## src/logic/nco_params.svh

```systemverilog
// register offsets, field positions and reset values of the oscillator block
// assumes an 8-bit register port with a 4-bit word address
`ifndef NCO_PARAMS_SVH
`define NCO_PARAMS_SVH

// ----------------------------------------------------------------
// register offsets
// ----------------------------------------------------------------
`define NCO_ADDR_W 4
`define NCO_OFS_CONTROL 4'h0
`define NCO_OFS_CLOCK_CONTROL 4'h1
`define NCO_OFS_ACCUM_LOW 4'h2
`define NCO_OFS_ACCUM_HIGH 4'h3
`define NCO_OFS_ACCUM_UPPER 4'h4
`define NCO_OFS_INC_LOW 4'h5
`define NCO_OFS_INC_HIGH 4'h6
`define NCO_OFS_FLAG_REG 4'h7
`define NCO_OFS_ENABLE_REG 4'h8
`define NCO_OFS_IRQ_CONTROL 4'h9

// ----------------------------------------------------------------
// field positions
// ----------------------------------------------------------------
`define NCO_BIT_MODULE_ON 7
`define NCO_BIT_PIN_DRIVE_ON 6
`define NCO_BIT_OUTPUT_LEVEL 5
`define NCO_BIT_OUTPUT_POLARITY 4
`define NCO_BIT_PULSE_MODE 0
`define NCO_PWS_MSB 7
`define NCO_PWS_LSB 5
`define NCO_CKS_MSB 1
`define NCO_CKS_LSB 0
`define NCO_BIT_OVERFLOW_FLAG 4
`define NCO_BIT_OVERFLOW_IE 4
`define NCO_BIT_GLOBAL_IE 7
`define NCO_BIT_PERIPH_IE 6

// ----------------------------------------------------------------
// reset values
// ----------------------------------------------------------------
`define NCO_RST_BYTE 8'h00
`define NCO_RST_INC 16'h0000

`endif

```

## src/logic/nco_types_pkg.sv

```systemverilog
// types shared by the oscillator block: clock source codes and pulse states
// assumes nothing beyond a SystemVerilog compiler
package nco_types_pkg;

    typedef enum logic [1:0] {
        CLK_EXT_PIN = 2'h0,
        CLK_SYS_OSC = 2'h1,
        CLK_FAST_OSC = 2'h2,
        CLK_LOGIC_CELL = 2'h3
    } clk_sel_e;

    typedef enum logic [1:0] {
        PST_IDLE = 2'h1,
        PST_ACTIVE = 2'h2
    } pulse_state_e;

endpackage : nco_types_pkg

```

## src/logic/nco_output_and_control.sv

```systemverilog
// numerically controlled oscillator: register port, clock select, flag and output stage
// assumes the four input-clock ticks are one-cycle pulses synchronous to clk_sys
//
// Contract
// - pulse width 1 to 128 periods, pulse mode
// - polarity bit 4 inverts final output
// - polarity change raises the overflow flag when the overflow interrupt is enabled
// - bit 5 reads current output level
// - every overflow sets the overflow flag
// - interrupt needs four enable bits set
// - any reset clears all registers
// - runs on input clock, ignores sleep
// - fast oscillator kept on when selected and module on
// - control bit 0 selects pulse mode
// - two-bit field selects input clock
// - unimplemented bits read zero, ignore writes
// - accumulator low byte readable and writable
// - accumulator adds increment each input edge
// - fixed duty mode toggles on overflow
// - pulse starts on edge after overflow
// - increment double buffered, low byte loads
`timescale 1ns/1ps
`include "nco_params.svh"
module nco_output_and_control #(
    parameter int ACC_W = 20,
    parameter int INC_W = 16
) (
    // clock and reset
    input wire logic clk_sys,
    input wire logic arst_n,
    // register port
    input wire logic [`NCO_ADDR_W-1:0] reg_addr,
    input wire logic [7:0] reg_wdata,
    input wire logic reg_wr,
    input wire logic reg_rd,
    output logic [7:0] reg_rdata,
    // input clock ticks, one per rising edge of each source
    input wire logic tick_ext_pin,
    input wire logic tick_sys_osc,
    input wire logic tick_fast_osc,
    input wire logic tick_logic_cell,
    // oscillator output
    output logic nco_out,
    output logic nco_pin_o,
    output logic nco_pin_oe,
    // interrupt and power
    output logic irq_out,
    output logic keep_fast_osc_on
);

    // ----------------------------------------------------------------
    // state
    // ----------------------------------------------------------------
    logic module_on_q, module_on_d;
    logic pin_drive_on_q, pin_drive_on_d;
    logic output_polarity_q, output_polarity_d;
    logic pulse_mode_select_q, pulse_mode_select_d;
    logic [2:0] pulse_width_select_q, pulse_width_select_d;
    nco_types_pkg::clk_sel_e input_clock_select_q, input_clock_select_d;
    logic overflow_flag_q, overflow_flag_d;
    logic overflow_irq_enable_q, overflow_irq_enable_d;
    logic peripheral_irq_enable_q, peripheral_irq_enable_d;
    logic global_irq_enable_q, global_irq_enable_d;
    logic [7:0] inc_low_q, inc_low_d;
    logic [7:0] inc_high_q, inc_high_d;
    logic inc_arm_q, inc_arm_d;
    logic [7:0] rdata_q, rdata_d;

    logic tick;
    logic overflow;
    logic raw_out;
    logic [ACC_W-1:0] acc_value;
    logic [2:0] acc_wr;
    logic wr_ctrl;
    logic wr_flag;
    logic pol_event;

    // ----------------------------------------------------------------
    // input clock select
    // ----------------------------------------------------------------
    always_comb begin
        case (input_clock_select_q)
            nco_types_pkg::CLK_EXT_PIN: tick = tick_ext_pin;
            nco_types_pkg::CLK_SYS_OSC: tick = tick_sys_osc;
            nco_types_pkg::CLK_FAST_OSC: tick = tick_fast_osc;
            nco_types_pkg::CLK_LOGIC_CELL: tick = tick_logic_cell;
            default: tick = 1'b0;
        endcase
    end

    // fast oscillator request holds whatever the cpu sleep state is
    assign keep_fast_osc_on = module_on_q && (input_clock_select_q == nco_types_pkg::CLK_FAST_OSC);

    // ----------------------------------------------------------------
    // register writes and reads
    // ----------------------------------------------------------------
    assign wr_ctrl = reg_wr && (reg_addr == `NCO_OFS_CONTROL);
    assign wr_flag = reg_wr && (reg_addr == `NCO_OFS_FLAG_REG);
    assign pol_event = wr_ctrl && (reg_wdata[`NCO_BIT_OUTPUT_POLARITY] != output_polarity_q)
        && overflow_irq_enable_q;
    assign acc_wr = {reg_wr && (reg_addr == `NCO_OFS_ACCUM_UPPER),
                     reg_wr && (reg_addr == `NCO_OFS_ACCUM_HIGH),
                     reg_wr && (reg_addr == `NCO_OFS_ACCUM_LOW)};

    always_comb begin
        module_on_d = module_on_q;
        pin_drive_on_d = pin_drive_on_q;
        output_polarity_d = output_polarity_q;
        pulse_mode_select_d = pulse_mode_select_q;
        pulse_width_select_d = pulse_width_select_q;
        input_clock_select_d = input_clock_select_q;
        overflow_flag_d = overflow_flag_q;
        overflow_irq_enable_d = overflow_irq_enable_q;
        peripheral_irq_enable_d = peripheral_irq_enable_q;
        global_irq_enable_d = global_irq_enable_q;
        inc_low_d = inc_low_q;
        inc_high_d = inc_high_q;
        inc_arm_d = 1'b0;
        rdata_d = `NCO_RST_BYTE;
        if (reg_wr) begin
            case (reg_addr)
                `NCO_OFS_CONTROL: begin
                    module_on_d = reg_wdata[`NCO_BIT_MODULE_ON];
                    pin_drive_on_d = reg_wdata[`NCO_BIT_PIN_DRIVE_ON];
                    output_polarity_d = reg_wdata[`NCO_BIT_OUTPUT_POLARITY];
                    pulse_mode_select_d = reg_wdata[`NCO_BIT_PULSE_MODE];
                end
                `NCO_OFS_CLOCK_CONTROL: begin
                    pulse_width_select_d = reg_wdata[`NCO_PWS_MSB:`NCO_PWS_LSB];
                    input_clock_select_d =
                        nco_types_pkg::clk_sel_e'(reg_wdata[`NCO_CKS_MSB:`NCO_CKS_LSB]);
                end
                `NCO_OFS_INC_LOW: begin
                    inc_low_d = reg_wdata;
                    inc_arm_d = module_on_q;
                end
                `NCO_OFS_INC_HIGH: begin
                    inc_high_d = reg_wdata;
                end
                `NCO_OFS_FLAG_REG: begin
                    overflow_flag_d = reg_wdata[`NCO_BIT_OVERFLOW_FLAG];
                end
                `NCO_OFS_ENABLE_REG: begin
                    overflow_irq_enable_d = reg_wdata[`NCO_BIT_OVERFLOW_IE];
                end
                `NCO_OFS_IRQ_CONTROL: begin
                    global_irq_enable_d = reg_wdata[`NCO_BIT_GLOBAL_IE];
                    peripheral_irq_enable_d = reg_wdata[`NCO_BIT_PERIPH_IE];
                end
                default: begin
                end
            endcase
        end
        // hardware set wins over a software clear in the same cycle
        if (overflow || pol_event) begin
            overflow_flag_d = 1'b1;
        end
        if (reg_rd) begin
            case (reg_addr)
                `NCO_OFS_CONTROL: begin
                    rdata_d[`NCO_BIT_MODULE_ON] = module_on_q;
                    rdata_d[`NCO_BIT_PIN_DRIVE_ON] = pin_drive_on_q;
                    rdata_d[`NCO_BIT_OUTPUT_LEVEL] = nco_out;
                    rdata_d[`NCO_BIT_OUTPUT_POLARITY] = output_polarity_q;
                    rdata_d[`NCO_BIT_PULSE_MODE] = pulse_mode_select_q;
                end
                `NCO_OFS_CLOCK_CONTROL: begin
                    rdata_d[`NCO_PWS_MSB:`NCO_PWS_LSB] = pulse_width_select_q;
                    rdata_d[`NCO_CKS_MSB:`NCO_CKS_LSB] = input_clock_select_q;
                end
                `NCO_OFS_ACCUM_LOW: rdata_d = acc_value[7:0];
                `NCO_OFS_ACCUM_HIGH: rdata_d = acc_value[15:8];
                `NCO_OFS_ACCUM_UPPER: rdata_d[3:0] = acc_value[19:16];
                `NCO_OFS_INC_LOW: rdata_d = inc_low_q;
                `NCO_OFS_INC_HIGH: rdata_d = inc_high_q;
                `NCO_OFS_FLAG_REG: rdata_d[`NCO_BIT_OVERFLOW_FLAG] = overflow_flag_q;
                `NCO_OFS_ENABLE_REG: rdata_d[`NCO_BIT_OVERFLOW_IE] = overflow_irq_enable_q;
                `NCO_OFS_IRQ_CONTROL: begin
                    rdata_d[`NCO_BIT_GLOBAL_IE] = global_irq_enable_q;
                    rdata_d[`NCO_BIT_PERIPH_IE] = peripheral_irq_enable_q;
                end
                default: rdata_d = `NCO_RST_BYTE;
            endcase
        end
    end

    always_ff @(posedge clk_sys or negedge arst_n) begin
        if (!arst_n) begin
            module_on_q <= 1'b0;
            pin_drive_on_q <= 1'b0;
            output_polarity_q <= 1'b0;
            pulse_mode_select_q <= 1'b0;
            pulse_width_select_q <= 3'h0;
            input_clock_select_q <= nco_types_pkg::CLK_EXT_PIN;
            overflow_flag_q <= 1'b0;
            overflow_irq_enable_q <= 1'b0;
            peripheral_irq_enable_q <= 1'b0;
            global_irq_enable_q <= 1'b0;
            inc_low_q <= `NCO_RST_BYTE;
            inc_high_q <= `NCO_RST_BYTE;
            inc_arm_q <= 1'b0;
            rdata_q <= `NCO_RST_BYTE;
        end else begin
            module_on_q <= module_on_d;
            pin_drive_on_q <= pin_drive_on_d;
            output_polarity_q <= output_polarity_d;
            pulse_mode_select_q <= pulse_mode_select_d;
            pulse_width_select_q <= pulse_width_select_d;
            input_clock_select_q <= input_clock_select_d;
            overflow_flag_q <= overflow_flag_d;
            overflow_irq_enable_q <= overflow_irq_enable_d;
            peripheral_irq_enable_q <= peripheral_irq_enable_d;
            global_irq_enable_q <= global_irq_enable_d;
            inc_low_q <= inc_low_d;
            inc_high_q <= inc_high_d;
            inc_arm_q <= inc_arm_d;
            rdata_q <= rdata_d;
        end
    end

    assign reg_rdata = rdata_q;

    // ----------------------------------------------------------------
    // datapath: accumulator runs only on input clock ticks, never on cpu state
    // ----------------------------------------------------------------
    nco_accum #(
        .ACC_W(ACC_W),
        .INC_W(INC_W)
    ) u_accum (
        .clk_sys(clk_sys),
        .arst_n(arst_n),
        .tick(tick),
        .module_on(module_on_q),
        .inc_value({inc_high_q, inc_low_q}),
        .inc_arm(inc_arm_q),
        .acc_wr(acc_wr),
        .acc_wdata(reg_wdata),
        .acc_value(acc_value),
        .overflow(overflow)
    );

    nco_pulse u_pulse (
        .clk_sys(clk_sys),
        .arst_n(arst_n),
        .tick(tick),
        .module_on(module_on_q),
        .pulse_mode_select(pulse_mode_select_q),
        .pulse_width_select(pulse_width_select_q),
        .overflow(overflow),
        .raw_out(raw_out)
    );

    // ----------------------------------------------------------------
    // output stage and interrupt gating
    // ----------------------------------------------------------------
    assign nco_out = raw_out ^ output_polarity_q;
    assign nco_pin_o = nco_out;
    assign nco_pin_oe = pin_drive_on_q;
    assign irq_out = overflow_flag_q && module_on_q && overflow_irq_enable_q
        && peripheral_irq_enable_q && global_irq_enable_q;

    // ----------------------------------------------------------------
    // checks
    // ----------------------------------------------------------------
    a_flag_on_ovf: assert property (@(posedge clk_sys) disable iff (!arst_n)
        overflow |=> overflow_flag_q)
        else $error("overflow did not set the flag");
    a_flag_sticky: assert property (@(posedge clk_sys) disable iff (!arst_n)
        overflow_flag_q && !wr_flag |=> overflow_flag_q)
        else $error("flag cleared without a software write");
    a_pol_irq: assert property (@(posedge clk_sys) disable iff (!arst_n)
        wr_ctrl && overflow_irq_enable_q && reg_wdata[`NCO_BIT_OUTPUT_POLARITY] != output_polarity_q
        |=> overflow_flag_q)
        else $error("polarity change did not set the flag");
    a_irq_gating: assert property (@(posedge clk_sys) disable iff (!arst_n)
        irq_out |-> module_on_q && overflow_irq_enable_q && peripheral_irq_enable_q && global_irq_enable_q)
        else $error("interrupt raised with an enable clear");
    a_status_bit: assert property (@(posedge clk_sys) disable iff (!arst_n)
        reg_rd && reg_addr == `NCO_OFS_CONTROL |=> reg_rdata[`NCO_BIT_OUTPUT_LEVEL] == $past(nco_out))
        else $error("status bit does not show the output level");
    a_unimpl_zero: assert property (@(posedge clk_sys) disable iff (!arst_n)
        reg_rd && (reg_addr == `NCO_OFS_CONTROL || reg_addr == `NCO_OFS_CLOCK_CONTROL)
        |=> (($past(reg_addr) == `NCO_OFS_CONTROL) ? (reg_rdata[3:1] == 3'h0)
            : (reg_rdata[4:2] == 3'h0)))
        else $error("unimplemented bits read non-zero");
    a_fast_osc_keep: assert property (@(posedge clk_sys) disable iff (!arst_n)
        wr_ctrl && reg_wdata[`NCO_BIT_MODULE_ON] && input_clock_select_q == nco_types_pkg::CLK_FAST_OSC
        && !(reg_wr && reg_addr == `NCO_OFS_CLOCK_CONTROL) |=> keep_fast_osc_on)
        else $error("fast oscillator not kept on");
    a_pin_drive: assert property (@(posedge clk_sys) disable iff (!arst_n)
        wr_ctrl |=> nco_pin_oe == $past(reg_wdata[`NCO_BIT_PIN_DRIVE_ON]))
        else $error("pin drive does not follow its bit");
    a_polarity: assert property (@(posedge clk_sys) disable iff (!arst_n)
        wr_ctrl && !reg_wdata[`NCO_BIT_MODULE_ON] && !module_on_q
        |=> nco_out == $past(reg_wdata[`NCO_BIT_OUTPUT_POLARITY]))
        else $error("idle output does not follow polarity");

endmodule : nco_output_and_control

```

## src/logic/nco_accum.sv

```systemverilog
// accumulator, adder and double-buffered increment of the oscillator
// assumes tick is a one-cycle pulse per rising edge of the selected input clock
`timescale 1ns/1ps
module nco_accum #(
    parameter int ACC_W = 20,
    parameter int INC_W = 16
) (
    // clock and reset
    input wire logic clk_sys,
    input wire logic arst_n,
    // control
    input wire logic tick,
    input wire logic module_on,
    input wire logic [INC_W-1:0] inc_value,
    input wire logic inc_arm,
    // byte access to the accumulator
    input wire logic [2:0] acc_wr,
    input wire logic [7:0] acc_wdata,
    // results
    output logic [ACC_W-1:0] acc_value,
    output logic overflow
);

    logic [ACC_W-1:0] acc_q, acc_d;
    logic [INC_W-1:0] buf_q, buf_d;
    logic arm_q, arm_d;
    logic ovf_q, ovf_d;
    logic [ACC_W:0] sum;

    always_comb begin
        sum = (ACC_W+1)'(acc_q) + (ACC_W+1)'(buf_q);
        acc_d = acc_q;
        buf_d = buf_q;
        arm_d = arm_q | inc_arm;
        ovf_d = 1'b0;
        if (!module_on) begin
            buf_d = inc_value;
            arm_d = 1'b0;
        end else if (tick) begin
            acc_d = sum[ACC_W-1:0];
            ovf_d = sum[ACC_W];
            if (arm_q) begin
                buf_d = inc_value;
                arm_d = inc_arm;
            end
        end
        // software byte writes win over the addition in the same cycle
        for (int b = 0; b < ACC_W; b++) begin
            if (acc_wr[b/8]) begin
                acc_d[b] = acc_wdata[b%8];
            end
        end
    end

    always_ff @(posedge clk_sys or negedge arst_n) begin
        if (!arst_n) begin
            acc_q <= '0;
            buf_q <= '0;
            arm_q <= 1'b0;
            ovf_q <= 1'b0;
        end else begin
            acc_q <= acc_d;
            buf_q <= buf_d;
            arm_q <= arm_d;
            ovf_q <= ovf_d;
        end
    end

    assign acc_value = acc_q;
    assign overflow = ovf_q;

    a_accum_step: assert property (@(posedge clk_sys) disable iff (!arst_n)
        module_on && tick && acc_wr == 3'h0 |=> acc_q == $past(sum[ACC_W-1:0]) && ovf_q == $past(sum[ACC_W]))
        else $error("accumulator did not add the buffered increment");
    a_accum_low_write: assert property (@(posedge clk_sys) disable iff (!arst_n)
        acc_wr[0] |=> acc_q[7:0] == $past(acc_wdata))
        else $error("accumulator low byte write lost");

endmodule : nco_accum

```

## src/logic/nco_pulse.sv

```systemverilog
// output stage before polarity: toggle in fixed duty mode, stretched pulse in pulse mode
// assumes overflow is a one-cycle pulse following the tick that carried out
`timescale 1ns/1ps
module nco_pulse (
    // clock and reset
    input wire logic clk_sys,
    input wire logic arst_n,
    // control
    input wire logic tick,
    input wire logic module_on,
    input wire logic pulse_mode_select,
    input wire logic [2:0] pulse_width_select,
    input wire logic overflow,
    // output before polarity
    output logic raw_out
);

    nco_types_pkg::pulse_state_e state_q, state_d;
    logic [7:0] cnt_q, cnt_d;
    logic pend_q, pend_d;
    logic tog_q, tog_d;
    logic raw_q, raw_d;
    logic [7:0] width_m1;

    always_comb begin
        width_m1 = 8'(8'h01 << pulse_width_select) - 8'h01;
        state_d = state_q;
        cnt_d = cnt_q;
        pend_d = pend_q | overflow;
        tog_d = tog_q;
        if (!module_on) begin
            state_d = nco_types_pkg::PST_IDLE;
            cnt_d = 8'h00;
            pend_d = 1'b0;
            tog_d = 1'b0;
        end else if (!pulse_mode_select) begin
            // width select has no effect here
            pend_d = 1'b0;
            state_d = nco_types_pkg::PST_IDLE;
            if (overflow) begin
                tog_d = ~tog_q;
            end
        end else if (tick) begin
            case (state_q)
                nco_types_pkg::PST_IDLE: begin
                    // an overflow seen on the very next tick starts the pulse there
                    if (pend_q || overflow) begin
                        state_d = nco_types_pkg::PST_ACTIVE;
                        cnt_d = width_m1;
                        pend_d = pend_q && overflow;
                    end
                end
                nco_types_pkg::PST_ACTIVE: begin
                    if (cnt_q == 8'h00) begin
                        state_d = nco_types_pkg::PST_IDLE;
                    end else begin
                        cnt_d = cnt_q - 8'h01;
                    end
                end
                default: begin
                    state_d = nco_types_pkg::PST_IDLE;
                end
            endcase
        end
        raw_d = pulse_mode_select ? (state_d == nco_types_pkg::PST_ACTIVE) : tog_d;
    end

    always_ff @(posedge clk_sys or negedge arst_n) begin
        if (!arst_n) begin
            state_q <= nco_types_pkg::PST_IDLE;
            cnt_q <= 8'h00;
            pend_q <= 1'b0;
            tog_q <= 1'b0;
            raw_q <= 1'b0;
        end else begin
            state_q <= state_d;
            cnt_q <= cnt_d;
            pend_q <= pend_d;
            tog_q <= tog_d;
            raw_q <= raw_d;
        end
    end

    assign raw_out = raw_q;

    a_fdc_toggle: assert property (@(posedge clk_sys) disable iff (!arst_n)
        module_on && !pulse_mode_select && overflow |=> raw_q != $past(raw_q))
        else $error("fixed duty output did not toggle on overflow");
    a_pf_start: assert property (@(posedge clk_sys) disable iff (!arst_n)
        module_on && pulse_mode_select && state_q == nco_types_pkg::PST_IDLE && (pend_q || overflow) && tick
        |=> raw_q)
        else $error("pulse did not start on the tick after overflow");
    a_pf_width_one: assert property (@(posedge clk_sys) disable iff (!arst_n)
        module_on && pulse_mode_select && state_q == nco_types_pkg::PST_ACTIVE && cnt_q == 8'h00 && tick
        |=> !raw_q)
        else $error("pulse outlived its selected width");

endmodule : nco_pulse

```

## config.mk

```make
export PLATFORM = sky130hd
export DESIGN_NAME = nco_output_and_control
export DESIGN_NICKNAME = d
export VERILOG_FILES = /design/src/logic/nco_types_pkg.sv /design/src/logic/nco_output_and_control.sv /design/src/logic/nco_accum.sv /design/src/logic/nco_pulse.sv
export VERILOG_INCLUDE_DIRS = /design/src /design/src/logic
export SDC_FILE = /design/constraint.sdc
export NUM_CORES = 1
export LEC_CHECK = 0
export BUFFER_PORTS_ARGS = -buffer_cell sky130_fd_sc_hd__buf_4
export CAP_MARGIN = 20
export CORE_MARGIN = 1
export CORE_UTILIZATION = 49
export CTS_CLUSTER_SIZE = 20
export DETAILED_ROUTE_END_ITERATION = 8
export HOLD_SLACK_MARGIN = 0.02
export PLACE_DENSITY = 0.66
export SETUP_SLACK_MARGIN = 0.1
export SLEW_MARGIN = 20
export SYNTH_ARGS = -nofsm -noshare
export SYNTH_HDL_FRONTEND = slang
export SYNTH_HIERARCHICAL = 1
export SYNTH_SLANG_ARGS = --single-unit
```

## constraint.sdc

```tcl
create_clock -name clk_sys -period 6.4 [get_ports clk_sys]
set_input_delay 0.32 -clock clk_sys [delete_from_list [all_inputs] [get_ports clk_sys]]
set_output_delay 0.32 -clock clk_sys [all_outputs]
set_load 0.01 [all_outputs]
```

==> metrics.csv <==
metric,value,unit
run status,completed,
clock sinks,89,
final std cells w/o fill,709,
antenna-violating nets left,0,
chip height,107,µm
Post-Synthesis Cells,538,
Slew @ Worst Pin,1.04,ns
ranking of synthesized cells by area,"dfrtp_1 41%, mux2_2 9.3%, ha_1 4.4%",
Routed WL,14.4,mm
Mapped Area,5430,µm²
Yosys warning count,6,
max-cap violations,0,
clock latency on the worst-skew pair,0.38,ns
critical path data arrival time,2.96,ns
CTS tree,yes,
Pwr per Cell Area,374,nW/µm²
Max Root-Sink Buffers,2,
Finish-stage setup viols,0,
"Data required, critical path",6.69,ns
Rel. slew slack,30.2,%
Tmin final,2.67,ns
gpl congestion,0.895,
post-DR vias/cell,6.31,
initial DRC count,466,
most frequent cells in the layout,"88 x dfrtp_1, 45 x mux2_2, 41 x nand2_1",
Yosys cell types,78,
vias in the first global route,4228,
gr ovfl total,0,
pins over their slew limit,0,
"Seq/Total Area, Yosys",41.0,%
fin area,5950,µm²
"Net Count, Synth",578,
"flops & latches, synth",89,
post-synth top area share,40.5,%
cts repair resizes,0,
"area leader, netlist",dfrtp_1,
fraction of registers with async set/reset,100,%
Critical Path End Type,flip-flop,
dpl cells,692,
max frequency,375,MHz
area grow syn2layout,9.51,%
first-pass GRT wire length,23.0,mm
"EDFF count, synth",0,
final-stage net count,604,
Ant. Diodes,0,
Placement Cell Area,5750,µm²
cts hold-fix bufs,1,
dpl hpwl,10.6,mm
Pre-antenna DRT Iters,5,
Core ar.,10800,µm²
drt drc,0,
largest net degree at the start of global routing,53,
CP max FO,5,
Top-Level Pins,33,
Total GRT Usage,26.6,%
Hold WC Path Type,in -> reg,
clock slew at reported path FFs,0.09,ns
startpoint types,flip-flop,
setup TNS,0,ns
Leak,2.60,nW
Final Skew,0.0120,ns
Rows,38,
Mean Syn Cell Area,10.1,µm²
initial antenna violation count,0,
Final Hold Fails,0,
CTS Root Cell,clkbuf_8,
setup bufs post-CTS,0,
"commonest non-fill, non-tap cell in the layout",dfrtp_1,
CTS H-tree depth,3,
critical path class,reg -> reg,
RSZ-0062 raised after global routing,false,
Die X,107,µm
final worst path period share,41.7,%
initial core utilization,50.1,%
share of cells above drive strength 1,20.2,%
top_reg_cell synth,dfrtp_1,
die area,11500,µm²
maximum vdd drop,0.262,mV
routed via count,4474,
cts bufs inserted,9,
IO buf count,32,
Wirelength per Cell,20.4,µm
[worst paths after layout]
kind	from	to	slack (ns)	depth (start not counted)
worst max-delay path	u_accum/acc_value[0]	u_accum/acc_value[18]	3.73	8
worst min-delay path	reg_rd	reg_rdata[4]	0.20	2
worst max register to register	u_accum/acc_value[0]	u_accum/acc_value[18]	3.73	8
worst min register to register	inc_arm_q	u_accum/arm_q	0.47	1
max in group asynchronous	arst_n	u_accum/acc_value[19]	4.89	3
min in group asynchronous	arst_n	u_pulse/cnt_q[3]	0.46	2
[layout make-up]
cell class / instances / area [µm²]
repair buffers: 36 / 273
multi-input cells: 412 / 3020
clock inverters: 5 / 38.8
well taps: 140 / 175
clock buffers: 11 / 151
inverters: 16 / 60.1
fillers: 980 / 4890
flip-flops and latches: 89 / 2230
[kinds of logic (layout without fill, tap and decap cells)]
family          count (synthesis)  count (layout)  synth area share, %
compound gates                156             156                 19.6
xor+xnor                       15              15                 2.42
fa+ha+maj                      20              20                 4.75
buf+inv                        37              68                 3.34
flops                          89              89                 41.0
mux                            59              59                 12.3
simple gates                  162             162                 16.6
[report_power, final]
group | switching [mW] | internal [mW] | total, mW
clock | 0.214 | 0.164 | 0.378
sequential | 0.170 | 0.707 | 0.877
combinational | 0.527 | 0.443 | 0.969
total | 0.911 | 1.31 | 2.22
[registers in the layout, indices dropped and copies added (netlist names), 2 cells and up]
name,flops
inc_low_q,8
u_pulse/cnt_q,8
u_accum/buf_q,16
u_accum/acc_value,20
inc_high_q,8
u_pulse/state_q,2
reg_rdata,8
input_clock_select_q,2
pulse_width_select_q,3
[stage by stage]
stage | hold slack, ns | worst slack, ns | util (%) | total power, mW
floorplan | 0.0244 | 4.03 | - | 1.57
CTS | 0.184 | 3.77 | 54.9 | 2.22
finish | 0.205 | 3.73 | 54.9 | 2.22
global route | 0.196 | 3.56 | 54.9 | 2.38
global placement | 0.319 | 3.87 | 53.0 | 1.81
detailed placement | 0.324 | 3.81 | 53.0 | 1.83
[synthesized netlist by cell type, types with 5 or more instances]
cell type / number
dfrtp_1: 88
mux2_2: 45
nand2_1: 41
a21oi_1: 36
o21ai_0: 31
nor2_1: 27
ha_1: 19
nand3_1: 18
inv_1: 16
nor2b_1: 12
mux2i_1: 11
nor3_1: 11
xnor2_1: 11
a22oi_1: 9
o211ai_1: 9
buf_2: 7
nor3b_1: 7
a21o_1: 6
a211oi_1: 5
a31oi_1: 5
a32oi_1: 5
and2_1: 5
buf_4: 5
clkbuf_1: 5
nand2b_1: 5
o21a_1: 5
[per-layer routing]
metal,share of wire [%],vias up,routed length (µm),track usage (%)
li1,-,2078,-,-
met5,0,-,0,0
met1,47,2192,6830,38.9
met4,1.8,0,262,10.5
met3,7.2,23,1040,4.96
met2,44,181,6300,38.7
[critical path, stage by stage, from the launching register on]
cell and delay (ns):
dfrtp_1 0.41, ha_1 0.25, fa_1 0.43, a211oi_1 0.33
o21ai_2 0.14, a221oi_2 0.41, o211a_1 0.31, o21ai_0 0.11
a31oi_1 0.19
(Power assumes the default switching activity.)
